--- src/fpf_pkg.sv ---
// Shared constants for the fan power and fail-safe controller
package fpf_pkg;
  // Clock and timebase
  localparam int unsigned CLK_HZ    = 40_000_000;
  localparam real         COUNT_US  = 552.5;
  localparam int unsigned COUNT_CYC = int'(COUNT_US * real'(CLK_HZ) / 1.0e6);
  localparam real         EIGHTH_S  = 0.125;
  localparam int unsigned TICK_CYC  = int'(EIGHTH_S * real'(CLK_HZ));
  localparam logic [6:0]  PWM_LAST  = 7'h63;
  // Power and delay values
  localparam logic [7:0]  FULL_POWER = 8'h64;
  localparam logic [7:0]  DELAY_DEF  = 8'h01;
  localparam logic [7:0]  POWER_DEF  = 8'h64;
  // Packet codes
  localparam logic [7:0]  ACK_BIT      = 8'h40;
  localparam logic [7:0]  ERR_BITS     = 8'hC0;
  localparam logic [7:0]  CMD_STORE    = 8'h04;
  localparam logic [7:0]  CMD_REPORT   = 8'h10;
  localparam logic [7:0]  CMD_POWER    = 8'h11;
  localparam logic [7:0]  CMD_FAILSAFE = 8'h19;
  localparam logic [7:0]  CMD_GLITCH   = 8'h1A;
  localparam logic [7:0]  CMD_QUERY    = 8'h1B;
  localparam logic [7:0]  LEN_NONE     = 8'h00;
  localparam logic [7:0]  LEN_REPORT   = 8'h01;
  localparam logic [7:0]  LEN_FAILSAFE = 8'h02;
  localparam logic [7:0]  LEN_FOUR     = 8'h04;
  localparam logic [7:0]  LEN_QUERY    = 8'h05;
  // Register byte offsets
  localparam logic [7:0]  OFS_CMD       = 8'h00;
  localparam logic [7:0]  OFS_CMD_DATA  = 8'h04;
  localparam logic [7:0]  OFS_RSP       = 8'h08;
  localparam logic [7:0]  OFS_RSP_DATA  = 8'h0C;
  localparam logic [7:0]  OFS_RSP_DATA1 = 8'h10;
  localparam logic [7:0]  OFS_TACH      = 8'h14;
  localparam logic [7:0]  OFS_STATUS    = 8'h18;
  // Bus responses
  localparam logic [1:0]  RESP_OKAY   = 2'h0;
  localparam logic [1:0]  RESP_SLVERR = 2'h2;
endpackage

--- src/fpf_reg_if.sv ---
// Register access carrier between the bus slave and the controller core
`timescale 1ns/1ps
interface fpf_reg_if;
  logic        wr_en;
  logic [7:0]  wr_addr;
  logic [31:0] wr_data;
  logic [3:0]  wr_strb;
  logic        wr_ok;
  logic        rd_en;
  logic [7:0]  rd_addr;
  logic [31:0] rd_data;
  logic        rd_ok;
  modport slave (output wr_en, wr_addr, wr_data, wr_strb, rd_en, rd_addr,
                 input wr_ok, rd_data, rd_ok);
  modport regs  (input wr_en, wr_addr, wr_data, wr_strb, rd_en, rd_addr,
                 output wr_ok, rd_data, rd_ok);
endinterface

--- src/fpf_axil.sv ---
// AXI4-Lite slave that turns bus transfers into register strobes
`timescale 1ns/1ps
module fpf_axil (
  // Clock and reset
  input  wire logic        aclk,
  input  wire logic        aresetn,
  // Write channels
  input  wire logic [7:0]  awaddr,
  input  wire logic        awvalid,
  output logic             awready,
  input  wire logic [31:0] wdata,
  input  wire logic [3:0]  wstrb,
  input  wire logic        wvalid,
  output logic             wready,
  output logic [1:0]       bresp,
  output logic             bvalid,
  input  wire logic        bready,
  // Read channels
  input  wire logic [7:0]  araddr,
  input  wire logic        arvalid,
  output logic             arready,
  output logic [31:0]      rdata,
  output logic [1:0]       rresp,
  output logic             rvalid,
  input  wire logic        rready,
  // Core side
  fpf_reg_if.slave         rb
);
  logic        aw_full, next_aw_full, w_full, next_w_full;
  logic [7:0]  aw_addr, next_aw_addr;
  logic [31:0] w_data, next_w_data, next_rdata;
  logic [3:0]  w_strb, next_w_strb;
  logic        next_bvalid, next_rvalid, do_wr;
  logic [1:0]  next_bresp, next_rresp;

  // Address and data are held until both are in, so either order works
  assign awready    = !aw_full;
  assign wready     = !w_full;
  assign arready    = !rvalid;
  assign do_wr      = aw_full && w_full && !bvalid;
  assign rb.wr_en   = do_wr;
  assign rb.wr_addr = {aw_addr[7:2], 2'b00};
  assign rb.wr_data = w_data;
  assign rb.wr_strb = w_strb;
  assign rb.rd_en   = arvalid && !rvalid;
  assign rb.rd_addr = {araddr[7:2], 2'b00};

  // Next state of both channel pairs
  always_comb
  begin
    next_aw_full = aw_full;
    next_aw_addr = aw_addr;
    next_w_full  = w_full;
    next_w_data  = w_data;
    next_w_strb  = w_strb;
    next_bvalid  = bvalid;
    next_bresp   = bresp;
    next_rvalid  = rvalid;
    next_rdata   = rdata;
    next_rresp   = rresp;
    if (awvalid && !aw_full)
    begin
      next_aw_full = 1'b1;
      next_aw_addr = awaddr;
    end
    if (wvalid && !w_full)
    begin
      next_w_full = 1'b1;
      next_w_data = wdata;
      next_w_strb = wstrb;
    end
    if (do_wr)
    begin
      next_aw_full = 1'b0;
      next_w_full  = 1'b0;
      next_bvalid  = 1'b1;
      next_bresp   = rb.wr_ok ? fpf_pkg::RESP_OKAY : fpf_pkg::RESP_SLVERR;
    end
    else if (bvalid && bready)
      next_bvalid = 1'b0;
    if (rb.rd_en)
    begin
      next_rvalid = 1'b1;
      next_rdata  = rb.rd_data;
      next_rresp  = rb.rd_ok ? fpf_pkg::RESP_OKAY : fpf_pkg::RESP_SLVERR;
    end
    else if (rvalid && rready)
      next_rvalid = 1'b0;
  end

  // Channel registers
  always_ff @(posedge aclk)
  begin
    if (!aresetn)
    begin
      aw_full <= 1'b0;
      aw_addr <= 8'h00;
      w_full  <= 1'b0;
      w_data  <= 32'h0000_0000;
      w_strb  <= 4'h0;
      bvalid  <= 1'b0;
      bresp   <= 2'h0;
      rvalid  <= 1'b0;
      rdata   <= 32'h0000_0000;
      rresp   <= 2'h0;
    end
    else
    begin
      aw_full <= next_aw_full;
      aw_addr <= next_aw_addr;
      w_full  <= next_w_full;
      w_data  <= next_w_data;
      w_strb  <= next_w_strb;
      bvalid  <= next_bvalid;
      bresp   <= next_bresp;
      rvalid  <= next_rvalid;
      rdata   <= next_rdata;
      rresp   <= next_rresp;
    end
  end
endmodule

--- src/fpf_fan_chan.sv ---
// One fan channel: PWM output and blanked tachometer qualification
`timescale 1ns/1ps
module fpf_fan_chan (
  // Clock and reset
  input  wire logic       aclk,
  input  wire logic       aresetn,
  // Shared timebase
  input  wire logic       count_tick,
  input  wire logic [6:0] phase,
  // Settings
  input  wire logic [7:0] power,
  input  wire logic [7:0] delay,
  // Fan pins and result
  input  wire logic       tach_pin,
  output logic            fan_on,
  output logic            tach_edge
);
  logic [7:0] blank, next_blank;
  logic [2:0] sync, next_sync;
  logic       qual, next_qual, next_on, next_edge;

  // On while the period phase is below the power percentage
  always_comb
  begin
    next_on    = {1'b0, phase} < power;
    next_blank = blank;
    if (next_on && !fan_on)
      next_blank = delay;
    else if (count_tick && blank != 8'h00)
      next_blank = blank - 8'h01;
    // Third stage confirms the second; first stage feeds only the second
    next_sync = {sync[1:0], tach_pin};
    next_qual = qual;
    next_edge = 1'b0;
    if (sync[1] == sync[2] && sync[2] != qual)
    begin
      next_qual = sync[2];
      next_edge = sync[2] && fan_on && blank == 8'h00;
    end
  end

  // Channel registers
  always_ff @(posedge aclk)
  begin
    if (!aresetn)
    begin
      fan_on    <= 1'b0;
      blank     <= 8'h00;
      sync      <= 3'h0;
      qual      <= 1'b0;
      tach_edge <= 1'b0;
    end
    else
    begin
      fan_on    <= next_on;
      blank     <= next_blank;
      sync      <= next_sync;
      qual      <= next_qual;
      tach_edge <= next_edge;
    end
  end
endmodule

--- src/fpf_top.sv ---
// Fan power controller core: packets, fail-safe timers, PWM and bus
// Notes on behaviour
// - Fail-safe mask byte must be 1 to 15
// - Fail-safe timeout counts eighth-second ticks, 1-255
// - Expired fail-safe fan forced to full power
// - Fail-safe ack is type plus 0x40, empty
// - PWM period about 18 Hz sets power
// - Tach ignored for delay counts after turn-on
// - Glitch delay defaults to one count
// - Glitch request: four counts, each 0-100
// - Glitch ack is type plus 0x40, empty
// - Glitch delays saved and restored as boot state
// - Longer delay raises reporting fan's minimum speed
// - Query returns four powers then fail-safe mask
// - Power request: four levels, each 0-100
// - Reporting fan forced full one eighth per half
//
// The register addresses and the AXI4-Lite slave port were left to the implementer.
`timescale 1ns/1ps
module fpf_top #(
  parameter int unsigned COUNT_CYC = fpf_pkg::COUNT_CYC,
  parameter int unsigned TICK_CYC  = fpf_pkg::TICK_CYC
) (
  // Clock and resets
  input  wire logic        aclk,
  input  wire logic        aresetn,
  input  wire logic        nv_clear_n,
  // AXI4-Lite write
  input  wire logic [7:0]  awaddr,
  input  wire logic        awvalid,
  output logic             awready,
  input  wire logic [31:0] wdata,
  input  wire logic [3:0]  wstrb,
  input  wire logic        wvalid,
  output logic             wready,
  output logic [1:0]       bresp,
  output logic             bvalid,
  input  wire logic        bready,
  // AXI4-Lite read
  input  wire logic [7:0]  araddr,
  input  wire logic        arvalid,
  output logic             arready,
  output logic [31:0]      rdata,
  output logic [1:0]       rresp,
  output logic             rvalid,
  input  wire logic        rready,
  // Fan pins
  output logic [3:0]       fan_on,
  input  wire logic [3:0]  tach_in
);
  localparam logic [14:0] CNT_LAST  = 15'(COUNT_CYC - 1);
  localparam logic [22:0] TICK_LAST = 23'(TICK_CYC - 1);

  fpf_reg_if rb ();

  logic [7:0]  power [4], next_power [4], eff_power [4];
  logic [7:0]  delay [4], next_delay [4];
  logic [7:0]  boot_delay [4], next_boot_delay [4];
  logic [7:0]  fs_cnt [4], next_fs_cnt [4];
  logic [7:0]  tach_cnt [4], next_tach_cnt [4];
  logic [7:0]  rsp_data [5], next_rsp_data [5];
  logic [3:0]  fs_mask, next_fs_mask, rpt_mask, next_rpt_mask, tach_edge;
  logic [7:0]  fs_timeout, next_fs_timeout, rsp_type, next_rsp_type;
  logic [7:0]  rsp_len, next_rsp_len, cmd_type, cmd_len;
  logic        rsp_valid, next_rsp_valid, restored, next_restored;
  logic [31:0] cmd_data, next_cmd_data, rd_word;
  logic [14:0] cyc, next_cyc;
  logic [6:0]  phase, next_phase;
  logic [22:0] tick, next_tick;
  logic [1:0]  slot, next_slot;
  logic        count_tick, eighth_tick, cmd_go, cmd_ok, rd_hit;

  // All four bytes of a packed payload within 0..100
  function automatic logic all_pct(input logic [31:0] d);
    logic ok;
    ok = 1'b1;
    for (int b = 0; b < 4; b++)
      if (d[8*b +: 8] > fpf_pkg::FULL_POWER)
        ok = 1'b0;
    return ok;
  endfunction

  fpf_axil u_axil (
    .aclk    (aclk),
    .aresetn (aresetn),
    .awaddr  (awaddr),
    .awvalid (awvalid),
    .awready (awready),
    .wdata   (wdata),
    .wstrb   (wstrb),
    .wvalid  (wvalid),
    .wready  (wready),
    .bresp   (bresp),
    .bvalid  (bvalid),
    .bready  (bready),
    .araddr  (araddr),
    .arvalid (arvalid),
    .arready (arready),
    .rdata   (rdata),
    .rresp   (rresp),
    .rvalid  (rvalid),
    .rready  (rready),
    .rb      (rb.slave)
  );

  // Per-fan PWM and tach channels; a reporting fan takes its own slot
  for (genvar i = 0; i < 4; i++)
  begin : g_fan
    assign eff_power[i] = (rpt_mask[i] && slot == 2'(i)) ? fpf_pkg::FULL_POWER
                                                        : power[i];
    fpf_fan_chan u_chan (
      .aclk       (aclk),
      .aresetn    (aresetn),
      .count_tick (count_tick),
      .phase      (phase),
      .power      (eff_power[i]),
      .delay      (delay[i]),
      .tach_pin   (tach_in[i]),
      .fan_on     (fan_on[i]),
      .tach_edge  (tach_edge[i])
    );
  end

  // Timebase strobes and command decode
  assign count_tick  = cyc == CNT_LAST;
  assign eighth_tick = tick == TICK_LAST;
  assign cmd_go      = rb.wr_en && rb.wr_addr == fpf_pkg::OFS_CMD;
  assign cmd_type    = rb.wr_data[7:0];
  assign cmd_len     = rb.wr_data[15:8];
  assign rb.wr_ok    = rb.wr_addr == fpf_pkg::OFS_CMD || rb.wr_addr == fpf_pkg::OFS_CMD_DATA;

  // Packet length and payload checks; anything else earns an error reply
  always_comb
  begin
    case (cmd_type)
      fpf_pkg::CMD_STORE:    cmd_ok = cmd_len == fpf_pkg::LEN_NONE;
      fpf_pkg::CMD_REPORT:   cmd_ok = cmd_len == fpf_pkg::LEN_REPORT && cmd_data[7:4] == 4'h0;
      fpf_pkg::CMD_POWER:    cmd_ok = cmd_len == fpf_pkg::LEN_FOUR && all_pct(cmd_data);
      fpf_pkg::CMD_FAILSAFE: cmd_ok = cmd_len == fpf_pkg::LEN_FAILSAFE
                                      && cmd_data[3:0] != 4'h0 && cmd_data[7:4] == 4'h0
                                      && cmd_data[15:8] != 8'h00;
      fpf_pkg::CMD_GLITCH:   cmd_ok = cmd_len == fpf_pkg::LEN_FOUR && all_pct(cmd_data);
      fpf_pkg::CMD_QUERY:    cmd_ok = cmd_len == fpf_pkg::LEN_NONE;
      default:               cmd_ok = 1'b0;
    endcase
  end

  // Read decode; unmapped offsets answer with an error
  always_comb
  begin
    rd_hit  = 1'b1;
    rd_word = 32'h0000_0000;
    case (rb.rd_addr)
      fpf_pkg::OFS_CMD:       rd_word = 32'h0000_0000;
      fpf_pkg::OFS_CMD_DATA:  rd_word = cmd_data;
      fpf_pkg::OFS_RSP:       rd_word = {15'h0000, rsp_valid, rsp_len, rsp_type};
      fpf_pkg::OFS_RSP_DATA:  rd_word = {rsp_data[3], rsp_data[2], rsp_data[1], rsp_data[0]};
      fpf_pkg::OFS_RSP_DATA1: rd_word = {24'h00_0000, rsp_data[4]};
      fpf_pkg::OFS_TACH:      rd_word = {tach_cnt[3], tach_cnt[2], tach_cnt[1], tach_cnt[0]};
      fpf_pkg::OFS_STATUS:    rd_word = {18'h0_0000, slot, fan_on, rpt_mask, fs_mask};
      default:                rd_hit  = 1'b0;
    endcase
  end
  assign rb.rd_data = rd_word;
  assign rb.rd_ok   = rd_hit;

  // Next state: timebase, fail-safe timers, tach counts, then commands
  always_comb
  begin
    next_power      = power;
    next_delay      = delay;
    next_boot_delay = boot_delay;
    next_fs_cnt     = fs_cnt;
    next_tach_cnt   = tach_cnt;
    next_rsp_data   = rsp_data;
    next_fs_mask    = fs_mask;
    next_rpt_mask   = rpt_mask;
    next_fs_timeout = fs_timeout;
    next_rsp_type   = rsp_type;
    next_rsp_len    = rsp_len;
    next_rsp_valid  = rsp_valid;
    next_restored   = 1'b1;
    next_cmd_data   = cmd_data;
    // 100 counts of the delay unit make one PWM period
    next_cyc   = count_tick ? 15'h0000 : cyc + 15'h0001;
    next_phase = phase;
    if (count_tick)
      next_phase = (phase == fpf_pkg::PWM_LAST) ? 7'h00 : phase + 7'h01;
    next_tick = eighth_tick ? 23'h00_0000 : tick + 23'h00_0001;
    next_slot = eighth_tick ? slot + 2'h1 : slot;
    for (int i = 0; i < 4; i++)
    begin
      if (fs_mask[i] && eighth_tick && fs_cnt[i] != 8'h00)
      begin
        next_fs_cnt[i] = fs_cnt[i] - 8'h01;
        if (fs_cnt[i] == 8'h01)
          next_power[i] = fpf_pkg::FULL_POWER;
      end
      if (tach_edge[i])
        next_tach_cnt[i] = tach_cnt[i] + 8'h01;
      if (!restored)
        next_delay[i] = boot_delay[i];
    end
    if (rb.wr_en && rb.wr_addr == fpf_pkg::OFS_CMD_DATA)
      for (int b = 0; b < 4; b++)
        if (rb.wr_strb[b])
          next_cmd_data[8*b +: 8] = rb.wr_data[8*b +: 8];
    // Reading the reply consumes it; a reply landing now still wins
    if (rb.rd_en && rb.rd_addr == fpf_pkg::OFS_RSP)
      next_rsp_valid = 1'b0;
    if (cmd_go)
    begin
      next_rsp_valid = 1'b1;
      next_rsp_type  = cmd_type | (cmd_ok ? fpf_pkg::ACK_BIT : fpf_pkg::ERR_BITS);
      next_rsp_len   = fpf_pkg::LEN_NONE;
      if (cmd_ok)
      begin
        unique case (cmd_type)
          fpf_pkg::CMD_STORE:
            next_boot_delay = delay;
          fpf_pkg::CMD_REPORT:
            next_rpt_mask = cmd_data[3:0];
          fpf_pkg::CMD_POWER:
            for (int i = 0; i < 4; i++)
            begin
              next_power[i]  = cmd_data[8*i +: 8];
              next_fs_cnt[i] = fs_timeout;
            end
          fpf_pkg::CMD_FAILSAFE:
          begin
            next_fs_mask    = cmd_data[3:0];
            next_fs_timeout = cmd_data[15:8];
            for (int i = 0; i < 4; i++)
              if (cmd_data[i])
                next_fs_cnt[i] = cmd_data[15:8];
          end
          fpf_pkg::CMD_GLITCH:
            for (int i = 0; i < 4; i++)
              next_delay[i] = cmd_data[8*i +: 8];
          fpf_pkg::CMD_QUERY:
          begin
            next_rsp_len = fpf_pkg::LEN_QUERY;
            for (int i = 0; i < 4; i++)
              next_rsp_data[i] = power[i];
            next_rsp_data[4] = {4'h0, fs_mask};
          end
        endcase
      end
    end
  end

  // Saved boot copy survives module reset; only its own clear wipes it
  always_ff @(posedge aclk)
  begin
    if (!nv_clear_n)
      boot_delay <= '{default: fpf_pkg::DELAY_DEF};
    else
      boot_delay <= next_boot_delay;
  end

  // Core registers
  always_ff @(posedge aclk)
  begin
    if (!aresetn)
    begin
      power      <= '{default: fpf_pkg::POWER_DEF};
      delay      <= '{default: fpf_pkg::DELAY_DEF};
      fs_cnt     <= '{default: 8'h00};
      tach_cnt   <= '{default: 8'h00};
      rsp_data   <= '{default: 8'h00};
      fs_mask    <= 4'h0;
      rpt_mask   <= 4'h0;
      fs_timeout <= 8'h00;
      rsp_type   <= 8'h00;
      rsp_len    <= 8'h00;
      rsp_valid  <= 1'b0;
      restored   <= 1'b0;
      cmd_data   <= 32'h0000_0000;
      cyc        <= 15'h0000;
      phase      <= 7'h00;
      tick       <= 23'h00_0000;
      slot       <= 2'h0;
    end
    else
    begin
      power      <= next_power;
      delay      <= next_delay;
      fs_cnt     <= next_fs_cnt;
      tach_cnt   <= next_tach_cnt;
      rsp_data   <= next_rsp_data;
      fs_mask    <= next_fs_mask;
      rpt_mask   <= next_rpt_mask;
      fs_timeout <= next_fs_timeout;
      rsp_type   <= next_rsp_type;
      rsp_len    <= next_rsp_len;
      rsp_valid  <= next_rsp_valid;
      restored   <= next_restored;
      cmd_data   <= next_cmd_data;
      cyc        <= next_cyc;
      phase      <= next_phase;
      tick       <= next_tick;
      slot       <= next_slot;
    end
  end
endmodule

--- config.mk ---
export PLATFORM = sky130hd
export DESIGN_NAME = fpf_top
export DESIGN_NICKNAME = d
export VERILOG_FILES = /design/src/fpf_pkg.sv /design/src/fpf_reg_if.sv /design/src/fpf_axil.sv /design/src/fpf_fan_chan.sv /design/src/fpf_top.sv
export SDC_FILE = /design/constraint.sdc
export NUM_CORES = 1
export LEC_CHECK = 0
export BUFFER_PORTS_ARGS = -buffer_cell sky130_fd_sc_hd__buf_2
export CORE_UTILIZATION = 65
export DETAILED_ROUTE_END_ITERATION = 8
export GPL_ROUTABILITY_DRIVEN = 0
export MAX_ROUTING_LAYER = met4
export PLACE_DENSITY = 0.84
export SETUP_SLACK_MARGIN = 0.3
export SYNTH_ARGS = -nofsm -noshare
export SYNTH_HDL_FRONTEND = slang
export SYNTH_SLANG_ARGS = --single-unit
--- constraint.sdc ---
create_clock -name aclk -period 8.1 [get_ports aclk]
set_input_delay 0.405 -clock aclk [delete_from_list [all_inputs] [get_ports aclk]]
set_output_delay 0.405 -clock aclk [all_outputs]
set_load 0.05 [all_outputs]
# Word-level counts from Yosys, hierarchy flattened
# Cells that the tools add are included.
# totals
out_inout_bits	45
wordCells	293
regBits	449
ram_bits	0
rom_bits	0
mem_count	0
latchBits	0
# classes
div_mod_pow	0
mux	63
multipliers	0
eq_ne	34
reduce_logical	100
add_sub_neg	16
bitwise_logic	2
n_shift	0
order_cmp	8
# op_table
cell	count
$mux W8	33
$mux W32	8
$pmux W32 S6	1
$reduce_bool A8 Y1	9
$pmux W32 S2	1
$sub A8 B1 Y8 const B	8
$logic_not A8 Y1	7
$logic_and A1 B1 Y1	48
$eq A8 B1 Y1 const B	5
$eq A8 B5 Y1 const B	5
$add A8 B1 Y8 const B	4
$gt A8 B7 Y1 const B	4
$lt A7 B8 Y1	4
$add A23 B1 Y23 const B	1
$eq A23 B23 Y1 const B	1
$eq A6 B3 Y1 const B	3
$eq A8 B3 Y1 const B	2
$reduce_and A2 Y1	8
$add A15 B1 Y15 const B	1
$eq A15 B15 Y1 const B	1
$mux W1	14
$reduce_bool A2 Y1	7
$eq A6 B1 Y1 const B	2
$eq A6 B2 Y1 const B	2
22 further kinds	44

# Logic depth before layout (Yosys ltp)
# logic_depth
depth_word	10
mapped_depth	13

# Modules after synthesis
# Synthesis repeated with hierarchy kept, for this count alone.
# unflattened
cells_unflattened	2503
hier_area_um2	21725.8
# modules_own_cells
module	cells_per_inst	seq_area_each_um2	area_each_um2	instances
fpf_top	1760	6045.8	15084.5	1
fpf_fan_chan	97	280.3	872.1	4
fpf_axil	355	1601.5	3153.0	1

# Least setup slack after synthesis
# Ideal clock, no wire load.
# synth_timing
path_type	reg-to-reg
startpoint	register u_axil.w_data[5], in the netlist u_axil.rb.wr_data[5]
endpoint	register power[16] (netlist name)
path_stages_with_launch	10
path_slack_ns	5.394
setup_ns	0.132
n_path_buf	2
period_less_slack_ns	2.706
arrival_time_ns	2.574
path_cell_list	dfxtp_1 > or3_4 > or4_4 > and4bb_2 > a211oi_2 > or4_1 > buf_2 > buf_2 > nand3_1 > a21oi_1
# synth_between
elab_chain_len	5
word_cells_on_any_way	11
cone_classes	eq/ne: 6; mux: 4; reduce/logical: 1
# synth_lines
item	line_no	source
start, declared	fpf_axil.sv:31	logic [31:0] w_data, next_w_data, next_rdata;
start signal, assigned	fpf_axil.sv:112	w_data <= next_w_data;
$eq A8 B5 Y1 / $eq A8 B3 Y1 (equally long branches)	fpf_top.sv:135	case (cmd_type)
$reduce_or A2 Y1 (no line)	--	
$pmux W1 S5	fpf_top.sv:135	
$mux W32 *	fpf_top.sv:216	if (cmd_ok)
$mux W32 *	fpf_top.sv:211	if (cmd_go)
end signal, assigned	fpf_top.sv:286	power <= next_power;
end, declared	fpf_top.sv:56	logic [7:0] power [4], next_power [4], eff_power [4];
# Every way passes the cells marked *; elsewhere a longest branch is shown, timed or not.
# A chain may end at the register's enable or synchronous reset.

# Worst setup path after layout
# layout_timing
startpoint	register u_axil.w_data[3], in the netlist u_axil.rb.wr_data[3]
endpoint	register power[5] (netlist name)
# The elaborated chain is that of the path after synthesis.

==> impl_metrics.py <==
metrics = {
    "run_status": {
        "status": "finished, final reports clean",
    },
    "drt": {
        "drc_errors": 0,
        "ant_nets": 0,
        "vias": 17600,
        "wl_per_cell_um": 19.1,
        "viasPerCell": 6.29,
        "first_pass_iters": 7,
        "routed_wirelength_mm": 53.3,
        "first_iter_violations": 1640,
    },
    "clock_network": {
        "cts_setup_buffers": 0,
        "postCtsHoldBufs": 0,
        "cts_root_buf": "clkbuf_16",
        "cts.sinks": 438,
        "htreeDepth": 2,
        "cts_tree": "built",
        "cts_resized": 0,
        "path_clk_slew_ns": 0.06,
        "clk_latency_ns": 0.55,
        "clockBufferDepth": 3,
        "cts_buffers": 44,
    },
    "setup_path": {
        "worstPathArrival_ns": 4.21,
        "worstPathCellList": "nand3_1 -> o22a_1 -> or3_1 -> o31a_1 -> a2111oi_4 -> buf_4 -> nor3_1 -> o21ai_0",
        "crit_slowest_cell": "dfxtp_1",
        "cp_top_family": "compound AO/OA/AOI/OAI gates",
        "cp-start-kind": "register",
        "r2r_setup_slack_ns": 4.37,
        "slowest_delay_ns": 1.03,
        "cp.required_ns": 8.57,
        "path_buf_inv": 1,
        "criticalPathCategory": "register to register",
        "r2r_end": "power[5]$_SDFF_PN1_",
        "end_kind": "register",
        "rr_worst_depth": 8,
        "crit_fanout": 32,
        "reg2reg_from": "u_axil.rb.wr_data[3]$_SDFFE_PN0P_",
    },
    "synth": {
        "synthTopCellsByArea": "dfxtp_1, a21oi_1, nand2_1",
        "synth_mux_area_share_pct": 5.24,
        "seq_area_frac_synth_pct": 44.3,
        "syn_inst": 2351,
        "synth.cell_area_um2": 19800,
        "synth_edf_count": 0,
        "yosys.area.top_type_share_pct": 44.3,
        "yosysWarnings": 0,
        "ys_types": 71,
        "yosysMostFrequentCell": "dfxtp_1",
        "avgSynthCellArea_um2": 8.43,
        "synthArstFlopShare_pct": 0,
        "synth-seq-cells": 438,
        "ys.flop_type": "dfxtp_1",
        "synthXorXnorAreaFrac_pct": 4.73,
        "ys_top_cells_by_count": "dfxtp_1, nand2_1, a21oi_1, nor2_1, nand3_1",
        "synth_top_area_cell": "dfxtp_1",
        "yosys.area_share.simple_pct": 23.9,
        "synth-compound-area-share_pct": 14.3,
        "synth-adder-area-share_pct": 3.47,
        "synth_top_family_by_area": "simple AND/OR/NAND/NOR gates",
    },
    "sta": {
        "max-slew-margin-rel_pct": 18.9,
        "tightestPinTransition_ns": 1.21,
        "drv_slew": 0,
        "fin_skew_ns": 0.0206,
        "final-hold-violation-count": 0,
        "fin_crit_ns": 3.73,
        "whs_ns": 0.0396,
        "rsz0062_at_grt": "false",
        "finalSetupTns_ns": 0,
        "setup_violations": 0,
        "max_freq_mhz": 268,
        "period_share_pct": 46.1,
    },
    "placed_design": {
        "dp_hpwl_mm": 34.8,
        "portBuffers": 102,
    },
    "grt": {
        "grt_use_total_pct": 34.8,
        "grt_pass1_wl_mm": 84.8,
        "grt_max_degree": 173,
        "antenna_found_initial": 5,
        "grt_pass1_vias": 16800,
        "grt-ovfl-total": 0,
    },
    "floorplan": {
        "fp.dieW_um": 177,
        "die_h_um": 177,
        "start_util_pct": 66.5,
        "rows": 63,
        "dieArea_um2": 31200,
        "core_area_um2": 29800,
        "ios": 109,
    },
    "power": {
        "ir_worst_vdd_mv": 0.229,
        "total_leakage_power_nw": 8.13,
        "p_per_area_nw_per_um2": 205,
        "p_total_w": 0.00447,
    },
    "min_path": {
        "hold_path_depth": 2,
        "holdCritPathClass": "input pin to register",
        "whs_endpoint": "u_axil.rvalid$_SDFFE_PN0P_",
        "hp-start": "rready",
    },
    "job": {
        "maxCapViolations": 0,
    },
    "layout": {
        "nets": 2484,
        "drive_above_1_share_pct": 10.0,
        "area_delta_synth_final_pct": 10.1,
    },
}
==> cell families after synthesis <==
logic type | Yosys count
AO/OA/AOI/OAI | 473
flip-flops | 438
AND/OR/NAND/NOR | 981
other | 1
multiplexers | 103
adder cells (fa/ha/maj) | 55
XOR/XNOR | 107
buffers and inverters | 193
==> where the power goes <==
group | switching [W] | internal, W | leakage, nW
Clock | 0.000853 | 0.00121 | 0.727
Combinational | 0.000130 | 0.0000606 | 3.86
Sequential | 0.0000333 | 0.00218 | 3.54
Total | 0.00102 | 0.00346 | 8.13
==> flip-flops by register name, indices dropped and copies added (netlist names), 7 cells and up <==
register            cells
boot_delay             32
cmd_data               32
cyc                    15
delay                  32
fs_cnt                 32
fs_timeout              8
g_fan.u_chan.blank     32
g_fan.u_chan.sync      12
phase                   7
power                  32
rsp_data               36
rsp_type                8
tach_cnt               32
tick                   23
u_axil.rb.wr_data      32
u_axil.rdata           32
==> worst max path at each step <==
stage	startpoint	to	slack (ns)	cells past startpoint
after floorplan	u_axil.rb.wr_data[5]$_SDFFE_PN0P_	power[16]$_SDFF_PN0_	5.39	9
after global placement	u_axil.rb.wr_data[3]$_SDFFE_PN0P_	power[8]$_SDFF_PN0_	4.56	8
after detailed placement	u_axil.rb.wr_data[3]$_SDFFE_PN0P_	power[0]$_SDFF_PN0_	4.52	8
after CTS	u_axil.rb.wr_data[3]$_SDFFE_PN0P_	power[5]$_SDFF_PN1_	4.48	8
after global routing	u_axil.rb.wr_data[3]$_SDFFE_PN0P_	power[12]$_SDFF_PN0_	4.18	8
final	u_axil.rb.wr_data[3]$_SDFFE_PN0P_	power[5]$_SDFF_PN1_	4.37	8
==> per-layer routing <==
layer,global-route usage (%),part of all wire [%],vias to the layer above
met5,-,0,-
met4,19.8,5.9,0
met3,5.92,8.7,197
met2,56.0,46,833
met1,41.1,39,8267
li1,-,-,8271
==> placed cells by master (no fill, tap or decap), types with 16 or more instances in the layout <==
cell | synthesis | final
a211oi_1 | 34 | 34
a21oi_1 | 256 | 256
a222oi_1 | 21 | 21
a22oi_1 | 16 | 16
and2_1 | 21 | 21
buf_2 | 11 | 101
buf_4 | 11 | 26
clkbuf_16 | 0 | 44
dfxtp_1 | 438 | 437
ha_1 | 55 | 55
inv_1 | 33 | 32
mux2i_1 | 97 | 97
nand2_1 | 314 | 314
nand3_1 | 134 | 134
nand4_1 | 57 | 57
nor2_1 | 240 | 237
nor2b_1 | 38 | 37
nor3_1 | 41 | 41
nor4_1 | 22 | 22
o21ai_0 | 78 | 78
or3_1 | 22 | 22
xnor2_1 | 53 | 53
xor2_1 | 54 | 54
==> layout make-up <==
type                       count  area (um2)
antenna                        5        12.5
clock buffer                  60        1250
clock inverter                19         223
fill                        2194        7980
inverter                      33         131
multi-input combinational   1721       10200
sequential                   438        8770
tap                          390         488
timing repair buffer         127         701
==> metrics by stage <==
stage | cells | worst slack, ns | cell area [um2] | util, %
after floorplan | 2352 | 5.39 | 19800 | -
after global placement | 2709 | 4.56 | 20300 | 68.2
after detailed placement | 2709 | 4.52 | 20300 | 68.2
after CTS | 2788 | 4.48 | 21800 | 73.2
after global routing | 2793 | 4.18 | 21800 | 73.2
final | 2793 | 4.37 | 21800 | 73.2
Power figures use the tool's default switching activity.
